<file path="config.mk">
export PLATFORM = sky130hd
export DESIGN_NAME = fqpd_decode
export DESIGN_NICKNAME = d
export VERILOG_FILES = /design/src/fqpd_pkg.sv /design/src/fqpd_fifo.sv /design/src/fqpd_decode.sv
export SDC_FILE = /design/constraint.sdc
export NUM_CORES = 1
export LEC_CHECK = 0
export ABC_AREA = 1
export BUFFER_PORTS_ARGS = -buffer_cell sky130_fd_sc_hd__buf_2
export CORE_MARGIN = 2
export CORE_UTILIZATION = 45
export CTS_CLUSTER_SIZE = 30
export DETAILED_ROUTE_END_ITERATION = 10
export SETUP_SLACK_MARGIN = 0.3
export SYNTH_ARGS = -nofsm -noshare
export SYNTH_HDL_FRONTEND = slang
export SYNTH_HIERARCHICAL = 1
export SYNTH_SLANG_ARGS = --single-unit
</file>
<file path="constraint.sdc">
create_clock -name mclk -period 12.9 [get_ports mclk]
set_input_delay 2.58 -clock mclk [delete_from_list [all_inputs] [get_ports mclk]]
set_output_delay 2.58 -clock mclk [all_outputs]
set_load 0.03 [all_outputs]
</file>
<file path="src/fqpd_pkg.sv">
// Package for the frame queue preheader decoder: field layout, encodings and carrier structs
package fqpd_pkg;

    // -------------------------------------------------------------------------
    // Preheader field positions
    // -------------------------------------------------------------------------
    localparam int PH_SAME_ISOLATION_CONTEXT_ID_BIT   = 63;
    localparam int PH_WRITE_SAFE_BIT  = 62;
    localparam int PH_CRITICAL_RESOURCE_ID_HI         = 59;
    localparam int PH_CRITICAL_RESOURCE_ID_LO         = 56;
    localparam int PH_TBPSIZE_HI      = 50;
    localparam int PH_TBPSIZE_LO      = 48;
    localparam int PH_TABLE_POOL_ID_HI        = 47;
    localparam int PH_TABLE_POOL_ID_LO        = 40;
    localparam int PH_SHARED_DESC_LENGTH_HI        = 37;
    localparam int PH_SHARED_DESC_LENGTH_LO        = 32;
    localparam int PH_KEEP_IN_BIT     = 31;
    localparam int PH_FORCE_SGT_BIT   = 29;
    localparam int PH_LONG_BIT        = 28;
    localparam int PH_OFFSET_HI       = 27;
    localparam int PH_OFFSET_LO       = 26;
    localparam int PH_FIXED_CNT_BIT   = 25;
    localparam int PH_EXTRA_BUF_BIT   = 24;
    localparam int PH_OUTPUT_POOL_ID_HI       = 23;
    localparam int PH_OUTPUT_POOL_ID_LO       = 16;
    localparam int PH_POOLSIZE_HI     = 15;
    localparam int PH_POOLSIZE_LO     = 0;

    // -------------------------------------------------------------------------
    // Constants
    // -------------------------------------------------------------------------
    localparam logic [63:0] SD_OFFSET_BYTES   = 64'h0000_0000_0000_0008;
    localparam logic [12:0] TBL_BASE_BYTES    = 13'h0040;
    localparam logic [16:0] POOL_ZERO_SIZE    = 17'h1_0000;
    localparam logic [1:0]  CNT_ONE           = 2'h1;
    localparam logic [1:0]  CNT_THREE         = 2'h3;
    localparam logic [1:0]  ALLOC_NEEDED      = 2'h0;
    localparam logic [1:0]  ALLOC_NEEDED_PLUS = 2'h1;
    localparam logic [1:0]  ALLOC_NONE        = 2'h2;
    localparam logic [1:0]  ALLOC_ONE         = 2'h3;
    localparam int          FD_SHORT_LEN_W    = 20;
    localparam int          FD_LONG_LEN_W     = 29;
    localparam int          FIFO_D_DEF        = 8;

    // -------------------------------------------------------------------------
    // Carrier types
    // -------------------------------------------------------------------------
    typedef struct packed {
        logic [1:0]  frame_count;
        logic [63:0] context_a;
        logic [23:0] context_b;
    } fqpd_summary_t;

    typedef struct packed {
        logic        same_isolation_context_id_required;
        logic        write_safe_enable;
        logic [3:0]  critical_resource_id;
        logic [2:0]  table_pool_size;
        logic [12:0] table_buf_bytes;
        logic [7:0]  table_pool_id;
        logic [5:0]  shared_desc_length;
        logic        keep_input_frame;
        logic        force_sg_table;
        logic        long_format;
        logic [1:0]  offset_bursts;
        logic        fixed_count_select;
        logic        extra_buffer_request;
        logic [7:0]  output_pool_id;
        logic [16:0] pool_buf_bytes;
    } fqpd_decode_t;

    typedef struct packed {
        logic [63:0] frame_record;
        logic [23:0] response_queue;
        logic [63:0] shared_desc_addr;
        logic        shared_desc_present;
        logic        inline_desc_expected;
        logic        build_output;
        logic        use_sg_table;
        logic        table_from_alt_pool;
        logic [7:0]  data_pool_id;
        logic [1:0]  alloc_mode;
        logic        allocate_output;
        logic        build_compound;
        logic        priority_lowered;
        logic        last_of_dequeue;
    } fqpd_job_t;

    // Job buffer default width carries one whole job record
    localparam int FIFO_W_DEF = $bits(fqpd_job_t);

    typedef enum logic [1:0] {
        FQPD_IDLE,
        FQPD_FETCH,
        FQPD_FRAMES
    } fqpd_state_t;

endpackage : fqpd_pkg

</file>
<file path="src/fqpd_fifo.sv">
// Parameterised valid/ready FIFO
`timescale 1ns/1ps
`default_nettype none
module fqpd_fifo #(
    parameter int WIDTH = 64,
    parameter int DEPTH = 8
) (
    input  wire logic             mclk,
    input  wire logic             rst,
    input  wire logic [WIDTH-1:0] in_data,
    input  wire logic             in_valid,
    output logic                  in_ready,
    output logic      [WIDTH-1:0] out_data,
    output logic                  out_valid,
    input  wire logic             out_ready
);
    localparam int AW = $clog2(DEPTH);

    logic [WIDTH-1:0] mem [DEPTH];
    logic [AW-1:0]    wr_ptr;
    logic [AW-1:0]    rd_ptr;
    logic [AW:0]      count;
    logic [AW-1:0]    next_wr_ptr;
    logic [AW-1:0]    next_rd_ptr;
    logic [AW:0]      next_count;
    logic             push;
    logic             pop;

    assign in_ready  = (count < (AW+1)'(DEPTH));
    assign out_valid = (count != '0);
    assign push      = in_valid && in_ready;
    assign pop       = out_valid && out_ready;
    assign out_data  = mem[rd_ptr];

    always_comb begin
        next_wr_ptr = wr_ptr;
        next_rd_ptr = rd_ptr;
        next_count  = count;
        if (push) begin
            next_wr_ptr = (wr_ptr == AW'(DEPTH - 1)) ? '0 : wr_ptr + 1'b1;
        end
        if (pop) begin
            next_rd_ptr = (rd_ptr == AW'(DEPTH - 1)) ? '0 : rd_ptr + 1'b1;
        end
        if (push && !pop) begin
            next_count = count + 1'b1;
        end else if (pop && !push) begin
            next_count = count - 1'b1;
        end
    end

    always_ff @(posedge mclk) begin
        if (rst) begin
            wr_ptr <= '0;
            rd_ptr <= '0;
            count  <= '0;
        end else begin
            wr_ptr <= next_wr_ptr;
            rd_ptr <= next_rd_ptr;
            count  <= next_count;
        end
    end

    always_ff @(posedge mclk) begin
        if (push) begin
            mem[wr_ptr] <= in_data;
        end
    end
endmodule // fqpd_fifo
`default_nettype wire

</file>
<file path="src/fqpd_decode.sv">
// Frame queue dequeue front end with preheader decode
// Function
// - Summary applies to exactly the dequeued frame count, one to three frames.
// - First context value is the preheader address for all frames.
// - Second context value names the response queue for result frames.
// - Shared descriptor is fetched at preheader address plus eight bytes.
// - No shared descriptor means in-line descriptor expected, else error completion.
// - Bit 63 set and differing sharing identifiers gives error, no execution.
// - Bit 62 enables write-safe for sequence stores into output frame.
// - Nonzero critical resource, fully used by other flows, lowers priority.
// - Table pool size 000 disables; 001..111 give 64 to 4096 bytes.
// - Nonzero table pool size takes table buffers from table pool id.
// - Bits 37-32 give shared descriptor words; zero means none.
// - Bit 31 keeps input frame and builds a compound frame.
// - Allocation fields used only when output needed and not supplied.
// - Force-table bit builds a table whenever output is built; else only for multi-buffer.
// - Long format gives 29-bit length, no offset; else 20-bit plus offset.
// - Fixed-count and extra bits: needed, needed+1, none, exactly one.
// - Pool size zero means 64k; its lowest bit is taken as zero.
`timescale 1ns/1ps
`default_nettype none
module fqpd_decode
    import fqpd_pkg::*;
#(
    parameter int FIFO_WIDTH = FIFO_W_DEF,
    parameter int FIFO_DEPTH = FIFO_D_DEF
) (
    input  wire logic          mclk,
    input  wire logic          rst,
    // Dequeue summary from the queue manager
    input  wire fqpd_summary_t dq_summary,
    input  wire logic          dq_valid,
    output logic               dq_ready,
    // Frame records of the dequeue
    input  wire logic [63:0]   frame_record,
    input  wire logic          frame_valid,
    output logic               frame_ready,
    // Preheader memory read
    output logic               ph_req,
    output logic [63:0]        ph_addr,
    input  wire logic          ph_ack,
    input  wire logic [63:0]   ph_data,
    // Per-job hints from the frame and the scheduler
    input  wire logic          out_frame_supplied,
    input  wire logic          multi_buffer_needed,
    input  wire logic          inline_desc_found,
    input  wire logic          isolation_context_id_mismatch,
    input  wire logic          resource_all_busy,
    // Decoded preheader and job outputs
    output fqpd_decode_t       decoded,
    output fqpd_job_t          job,
    output logic               job_valid,
    input  wire logic          job_ready,
    output logic               job_error,
    output logic               share_error,
    output logic               write_safe
);
    // -------------------------------------------------------------------------
    // Decode helpers
    // -------------------------------------------------------------------------
    function automatic logic [12:0] table_bytes(input logic [2:0] code);
        table_bytes = (code == 3'h0) ? 13'h0000 : (TBL_BASE_BYTES << (code - 3'h1));
    endfunction

    function automatic fqpd_decode_t decode_ph(input logic [63:0] ph);
        fqpd_decode_t d;
        d.same_isolation_context_id_required   = ph[PH_SAME_ISOLATION_CONTEXT_ID_BIT];
        d.write_safe_enable    = ph[PH_WRITE_SAFE_BIT];
        d.critical_resource_id = ph[PH_CRITICAL_RESOURCE_ID_HI:PH_CRITICAL_RESOURCE_ID_LO];
        d.table_pool_size      = ph[PH_TBPSIZE_HI:PH_TBPSIZE_LO];
        d.table_buf_bytes      = table_bytes(ph[PH_TBPSIZE_HI:PH_TBPSIZE_LO]);
        d.table_pool_id        = ph[PH_TABLE_POOL_ID_HI:PH_TABLE_POOL_ID_LO];
        d.shared_desc_length   = ph[PH_SHARED_DESC_LENGTH_HI:PH_SHARED_DESC_LENGTH_LO];
        d.keep_input_frame     = ph[PH_KEEP_IN_BIT];
        d.force_sg_table       = ph[PH_FORCE_SGT_BIT];
        d.long_format          = ph[PH_LONG_BIT];
        d.offset_bursts        = ph[PH_LONG_BIT] ? 2'h0 : ph[PH_OFFSET_HI:PH_OFFSET_LO];
        d.fixed_count_select   = ph[PH_FIXED_CNT_BIT];
        d.extra_buffer_request = ph[PH_EXTRA_BUF_BIT];
        d.output_pool_id       = ph[PH_OUTPUT_POOL_ID_HI:PH_OUTPUT_POOL_ID_LO];
        d.pool_buf_bytes       = (ph[PH_POOLSIZE_HI:PH_POOLSIZE_LO] == 16'h0000) ? POOL_ZERO_SIZE
                               : {1'b0, ph[PH_POOLSIZE_HI:PH_POOLSIZE_LO+1], 1'b0};
        decode_ph = d;
    endfunction

    // -------------------------------------------------------------------------
    // Dequeue sequencing
    // -------------------------------------------------------------------------
    fqpd_state_t   state;
    fqpd_state_t   next_state;
    fqpd_summary_t summary;
    fqpd_summary_t next_summary;
    logic [1:0]    remaining;
    logic [1:0]    next_remaining;
    fqpd_decode_t  next_decoded;
    logic          next_job_error;
    logic          next_share_error;

    fqpd_job_t     built;
    logic          fifo_in_ready;
    logic          take_frame;
    logic [FIFO_WIDTH-1:0] fifo_out;

    assign dq_ready    = (state == FQPD_IDLE);
    assign ph_req      = (state == FQPD_FETCH);
    assign ph_addr     = summary.context_a;
    assign frame_ready = (state == FQPD_FRAMES) && fifo_in_ready;
    assign take_frame  = frame_valid && frame_ready;
    assign write_safe  = decoded.write_safe_enable;

    always_comb begin
        next_state       = state;
        next_summary     = summary;
        next_remaining   = remaining;
        next_decoded     = decoded;
        next_job_error   = 1'b0;
        next_share_error = 1'b0;
        case (state)
            FQPD_IDLE: begin
                if (dq_valid && dq_summary.frame_count != 2'h0) begin
                    next_summary   = dq_summary;
                    next_remaining = (dq_summary.frame_count > CNT_THREE) ? CNT_THREE
                                                                         : dq_summary.frame_count;
                    next_state     = FQPD_FETCH;
                end
            end
            FQPD_FETCH: begin
                if (ph_ack) begin
                    next_decoded = decode_ph(ph_data);
                    next_state   = FQPD_FRAMES;
                end
            end
            FQPD_FRAMES: begin
                if (take_frame) begin
                    next_job_error   = (decoded.shared_desc_length == 6'h00) && !inline_desc_found;
                    next_share_error = decoded.same_isolation_context_id_required && isolation_context_id_mismatch;
                    next_remaining   = remaining - 1'b1;
                    if (remaining == CNT_ONE) begin
                        next_state = FQPD_IDLE;
                    end
                end
            end
            default: begin
                next_state = FQPD_IDLE;
            end
        endcase
    end

    always_ff @(posedge mclk) begin
        if (rst) begin
            state       <= FQPD_IDLE;
            summary     <= '0;
            remaining   <= '0;
            decoded     <= '0;
            job_error   <= 1'b0;
            share_error <= 1'b0;
        end else begin
            state       <= next_state;
            summary     <= next_summary;
            remaining   <= next_remaining;
            decoded     <= next_decoded;
            job_error   <= next_job_error;
            share_error <= next_share_error;
        end
    end

    // -------------------------------------------------------------------------
    // Job record for each frame
    // -------------------------------------------------------------------------
    always_comb begin
        built                      = '0;
        built.frame_record         = frame_record;
        built.response_queue       = summary.context_b;
        built.shared_desc_present  = (decoded.shared_desc_length != 6'h00);
        built.shared_desc_addr     = summary.context_a + SD_OFFSET_BYTES;
        built.inline_desc_expected = !built.shared_desc_present;
        built.alloc_mode           = {decoded.fixed_count_select, decoded.extra_buffer_request};
        built.allocate_output      = (built.alloc_mode != ALLOC_NONE);
        built.build_output         = built.allocate_output && !out_frame_supplied;
        built.use_sg_table         = built.build_output
                                   && (decoded.force_sg_table || multi_buffer_needed);
        built.table_from_alt_pool  = (decoded.table_pool_size != 3'h0);
        built.data_pool_id         = decoded.output_pool_id;
        built.build_compound       = decoded.keep_input_frame;
        built.priority_lowered     = (decoded.critical_resource_id != 4'h0) && resource_all_busy;
        built.last_of_dequeue      = (remaining == CNT_ONE);
    end

    // -------------------------------------------------------------------------
    // Job buffer
    // -------------------------------------------------------------------------
    fqpd_fifo #(
        .WIDTH (FIFO_WIDTH),
        .DEPTH (FIFO_DEPTH)
    ) u_job_fifo (
        .mclk      (mclk),
        .rst       (rst),
        .in_data   (FIFO_WIDTH'(built)),
        .in_valid  (take_frame),
        .in_ready  (fifo_in_ready),
        .out_data  (fifo_out),
        .out_valid (job_valid),
        .out_ready (job_ready)
    );

    assign job = fqpd_job_t'(fifo_out);

endmodule // fqpd_decode
`default_nettype wire

</file>
* After elaboration in Yosys (flattened, before gate mapping)
Memories as Yosys holds them, arrays and structs flattened. A register that Yosys moved wholly into a read port is not among the register bits.
Cells that the tools add are included.
** Storage, ports and cells
- Memories :: 1
- Output and inout port bits :: 310
- Memory bits (writable) :: 1368
- Input bits :: 229
- Flip-flop bits (word level) :: 172
- Word-level logic and storage cells :: 101
** Cells by class
- $lt $le $gt $ge :: 2
- $add $sub $neg :: 7
- Eq/ne operators :: 10
- Reduce and logical (&&, ||, !) cells :: 34
- Bitwise operators :: 2
- Shift operators :: 1
- Mux-type cells :: 20
** Memories
- u_job_fifo.mem :: words 8, bits a word 171, rd ports 1, clocked after Yosys merged registers in 1, write ports 1, line fqpd_fifo.sv:19 : logic [WIDTH-1:0] mem [DEPTH];
** Operator list (count)
- 64-bit by 4-bit adder with 64-bit output, second input constant :: 1
- 17-bit two-way mux :: 1
- 16-bit logical NOT :: 1
- 2-bit two-way mux :: 8
- 13-bit two-way mux :: 1
- 7-bit by 3-bit << shifter with 13-bit output, first input constant :: 1
- 1-bit logical AND :: 12
- 3-bit two-way mux :: 4
- 4-bit two-way mux :: 2
- 2-bit by 1-bit inequality test with 1-bit output, second input constant :: 4
- 4-bit nonzero test :: 2
- 3-bit by 1-bit adder with 3-bit output, second input constant :: 2
- 3-bit equality test, second input constant :: 2
- 6-bit logical NOT :: 1
- 2-bit case mux with 3 select lines :: 1
- 2-bit nonzero test :: 3
- 6-bit nonzero test :: 1
- 1-bit logical NOT :: 5
- 4-bit by 1-bit adder with 4-bit output, second input constant :: 1
- 2-bit by 1-bit equality test with 1-bit output, second input constant :: 2
- 4-bit less-than comparator, second input constant :: 1
- 2-bit case mux with 2 select lines :: 1
- 2-bit AND reduction :: 2
- 4-bit AND reduction :: 1
- 14 further kinds :: 16

* Depth between registers and ports, before layout
- Depth after elaboration :: 8
- Gate-level depth with buffers :: 17
- Gate-level depth less buffers :: 17

* By module
The synthesis kept the hierarchy.
** Modules (own cells, without submodules)
- fqpd_fifo :: instances 1, seq. area each 41339.6 µm², area an instance 54976.5 µm², cells each 4631
- fqpd_decode :: instances 1, seq. area each 3103.0 µm², area an instance 7775.0 µm², cells each 1151

* Least setup slack after synthesis
No wires, ideal clock.
- Path type :: in2reg
- Start point :: input port frame_valid
- End point :: memory u_job_fifo/mem[0][0] (netlist name), enable pin
- Data arrival time :: 10.120 ns
- Path slack :: 2.076 ns
- Cell stages on the path :: 6
- Library setup time :: 0.704 ns
- Cell sequence :: nand2_1 inv_1 nand2_1 inv_1 nand2_1 nor2_1
** On the way
- Word-level cells in the longest chain between the ends :: 4
** RTL lines
- start, declared :: line fqpd_decode.sv:36 : input wire logic frame_valid,
- 1-bit logical AND :: line fqpd_decode.sv:108 : assign take_frame = frame_valid && frame_ready;
- via take_frame :: line fqpd_decode.sv:101 : logic take_frame;
- 1-bit logical AND :: line fqpd_fifo.sv:31 : assign push = in_valid && in_ready;
- via u_job_fifo.push :: line fqpd_fifo.sv:26 : logic push;
- 1-bit two-way mux :: line fqpd_fifo.sv:65 : if (push) begin
- 1-bit two-way mux (implied by the code) :: line fqpd_fifo.sv:66 : mem[wr_ptr] <= in_data;
- end, declared :: line fqpd_fifo.sv:19
The timed path passes the listed nets, and every way through them passes these cells.

==> out/qor.yml <==
cells_and_area:
  syn_to_final_growth_pct: 14.0
  fin_util: 0.515
  drive_gt1_frac: 0.134
  nFillCells: 12200
  fin_nets: 6426
clocking:
  numCtsBuffers: 160
  cts_resized: 0
  cts-htree-levels: 4
  cts_buffer_depth: 3
  cts_hold_buf: 0
  postCtsSetupRepairBufs: 0
  cts_root_buf: "clkbuf_16"
  cts_tree: "built"
  clk_latency_ns: 0.79
  clkTransAtPathRegs_ns: 0.06
  cts.sinks: 1536
sta:
  final-max-slew-violation-count: 0
  hold_viol: 0
  period_share: 0.662
  finalClockSkew_ns: 0.0206
  tns_ns: 0
  rsz0062_at_grt: "no"
  worst_slack_ns: 4.36
  period_minus_slack_ns: 8.54
  tightest_slew_ns: 1.31
  hold_slack_ns: 0.449
  fmax_mhz: 117
  setup_violations: 0
  relSlewSlack: 0.129
setup_path:
  cp.arrival_ns: 5.96
  critPathMaxFanout: 90
  crit_path_end_kind: "output pin"
  slowest_stage: "buf_4"
  slowest_delay_ns: 0.92
  cp-start-kind: "register"
  cp_cell_sequence: "buf_4, buf_4, buf_4, buf_4, nor2_1, nor2_1, o21ai_1, nand2_1, nand2_1, nand2_1, buf_2"
  critPathBufInv: 5
  path_class: "register to output pin"
  critical_path.top_delay_family: "buffers and inverters"
  crit_path_frequent_cell: "buf_4"
  cp.required_ns: 10.32
place:
  dp_slack_ns: 5.16
  dp_hpwl_um: 94300
  numPortBuffers: 521
  gp_congestion: 0.950
floorplan:
  die_w_um: 377
  initial_core_util: 0.451
  die_h_um: 377
  io_pins: 539
  core-area_um2: 139000
  num_rows: 137
  die_area_um2: 142000
logic_synthesis:
  yosysUniqueCellTypes: 38
  ys_ff_latch: 1536
  syn-instance-count: 5782
  syn_area_um2: 62800
  synthArstFlopShare: 0
  synth.most_common_cell: "nor2_1"
  synth_top_area_cell: "edfxtp_1"
  synth.area.top_cells: "edfxtp_1 65%, nor2_1 9.1%, nand2_1 7.0%, dfxtp_1 5.4%, o21ai_1 5.3%"
  synth_ff_type: "edfxtp_1"
  ys_warn_count: 6
  synth_top_area_share: 0.655
  synth_common_cells: "1513 x nor2_1, 1368 x edfxtp_1, 1165 x nand2_1"
  synth.avg_cell_area_um2: 10.9
  synth_edf_count: 1368
  synth-seq-area-share: 0.708
global_route:
  antenna_found_initial: 20
  gr-usage-all-layers: 0.236
  grt_max_degree: 237
  grt.overflow.total: 0
  grt_pass1_vias: 40300
  grt_pass1_wl_um: 251000
pwr:
  p_per_area_nw_per_um2: 185
  power_mw: 13.2
  p_leak_nw: 26.5
  ir_worst_vdd_uv: 193
detailed_routing:
  drc: 0
  wire_per_inst_um: 20.8
  avgViaCountPerCell: 5.19
  finalWirelength_um: 170000
  drtIter0Drc: 3392
  dr.pass1.iters: 6
  vias: 42500
  drtAntennaViolNets: 0
job:
  drv_cap: 0
status:
  status: "completed"
min_path:
  hp-class: "register to register"
## placed cells by master, fill, tap and decap left out, drive strengths merged, types with 32 or more instances in the layout
cell and count:
inv 144, dfxtp 168, clkinv 51, nor2 1531, o21ai 806, clkbuf 222
edfxtp 1368, a21oi 156, nand2 1175, xor2 32, buf 571
## per-stage QoR
stage	cell area, um^2	std cells
global route	71500	8192
detailed placement	66400	7900
global placement	66400	7900
CTS	71500	8190
finish	71600	8196
floorplan	62800	5788
## layer usage
| layer | up-vias | GRT usage | wire length [um] |
|---|---|---|---|
| met5 | - | 0 | 74 |
| met4 | 14 | 0.0785 | 5190 |
| met3 | 284 | 0.0427 | 11800 |
| met2 | 1393 | 0.380 | 79500 |
| met1 | 20500 | 0.323 | 73900 |
| li1 | 20400 | - | - |
## tightest hold or removal path, cell delays in order, from the launching register on
cell and delay [ns]:
dfxtp_1 0.31, nand2_1 0.06, nor2_1 0.04
## area by class of cell
cell class	instances	area, um^2	share of cell area
sequential	1536	44500	0.621
multi-input combinational	3779	16000	0.224
clock buffer	222	4510	0.0630
timing repair buffer	571	3070	0.0429
tap	1876	2350	0.0328
clock inverter	68	611	0.00853
inverter	138	554	0.00775
antenna	6	15.0	0.000210
## sequential cells by signal (all words and copies together) (netlist names), named ones only
signal and count:
state 2, built 24, u_job_fifo/mem 1368, remaining 2
u_job_fifo/count 4, job_error 1, ph_addr 64, share_error 1
u_job_fifo/wr_ptr 3, decoded 60, u_job_fifo/rd_ptr 3, write_safe 1
## kinds of logic after synthesis
group,share of synthesized area
AOI/OAI and AO/OA,0.0778
xor gates and xnor gates,0.00447
adders and majority gates,0.00231
buffers and inverters,0.0382
DFF,0.708
other,0.0000598
and+or+nand+nor,0.169
## report_power, final
group / internal, mW / total [mW] / switching (mW)
Clock: 2.60 / 4.49 / 1.88
Combinational: 0.805 / 3.14 / 2.34
Sequential: 5.50 / 5.61 / 0.104
## path summary, 6_finish.rpt
path / slack (ns) / cells after the start / end / from
setup / recovery: 4.36 / 11 / job[115] / register
hold / removal: 0.45 / 2 / share_error / decoded[67]
setup reg to reg: 8.86 / 10 / u_job_fifo/mem[6][114] / state[1]
hold reg to reg: 0.45 / 2 / share_error / decoded[67]
No activity file was read; power rests on OpenSTA's default activity.
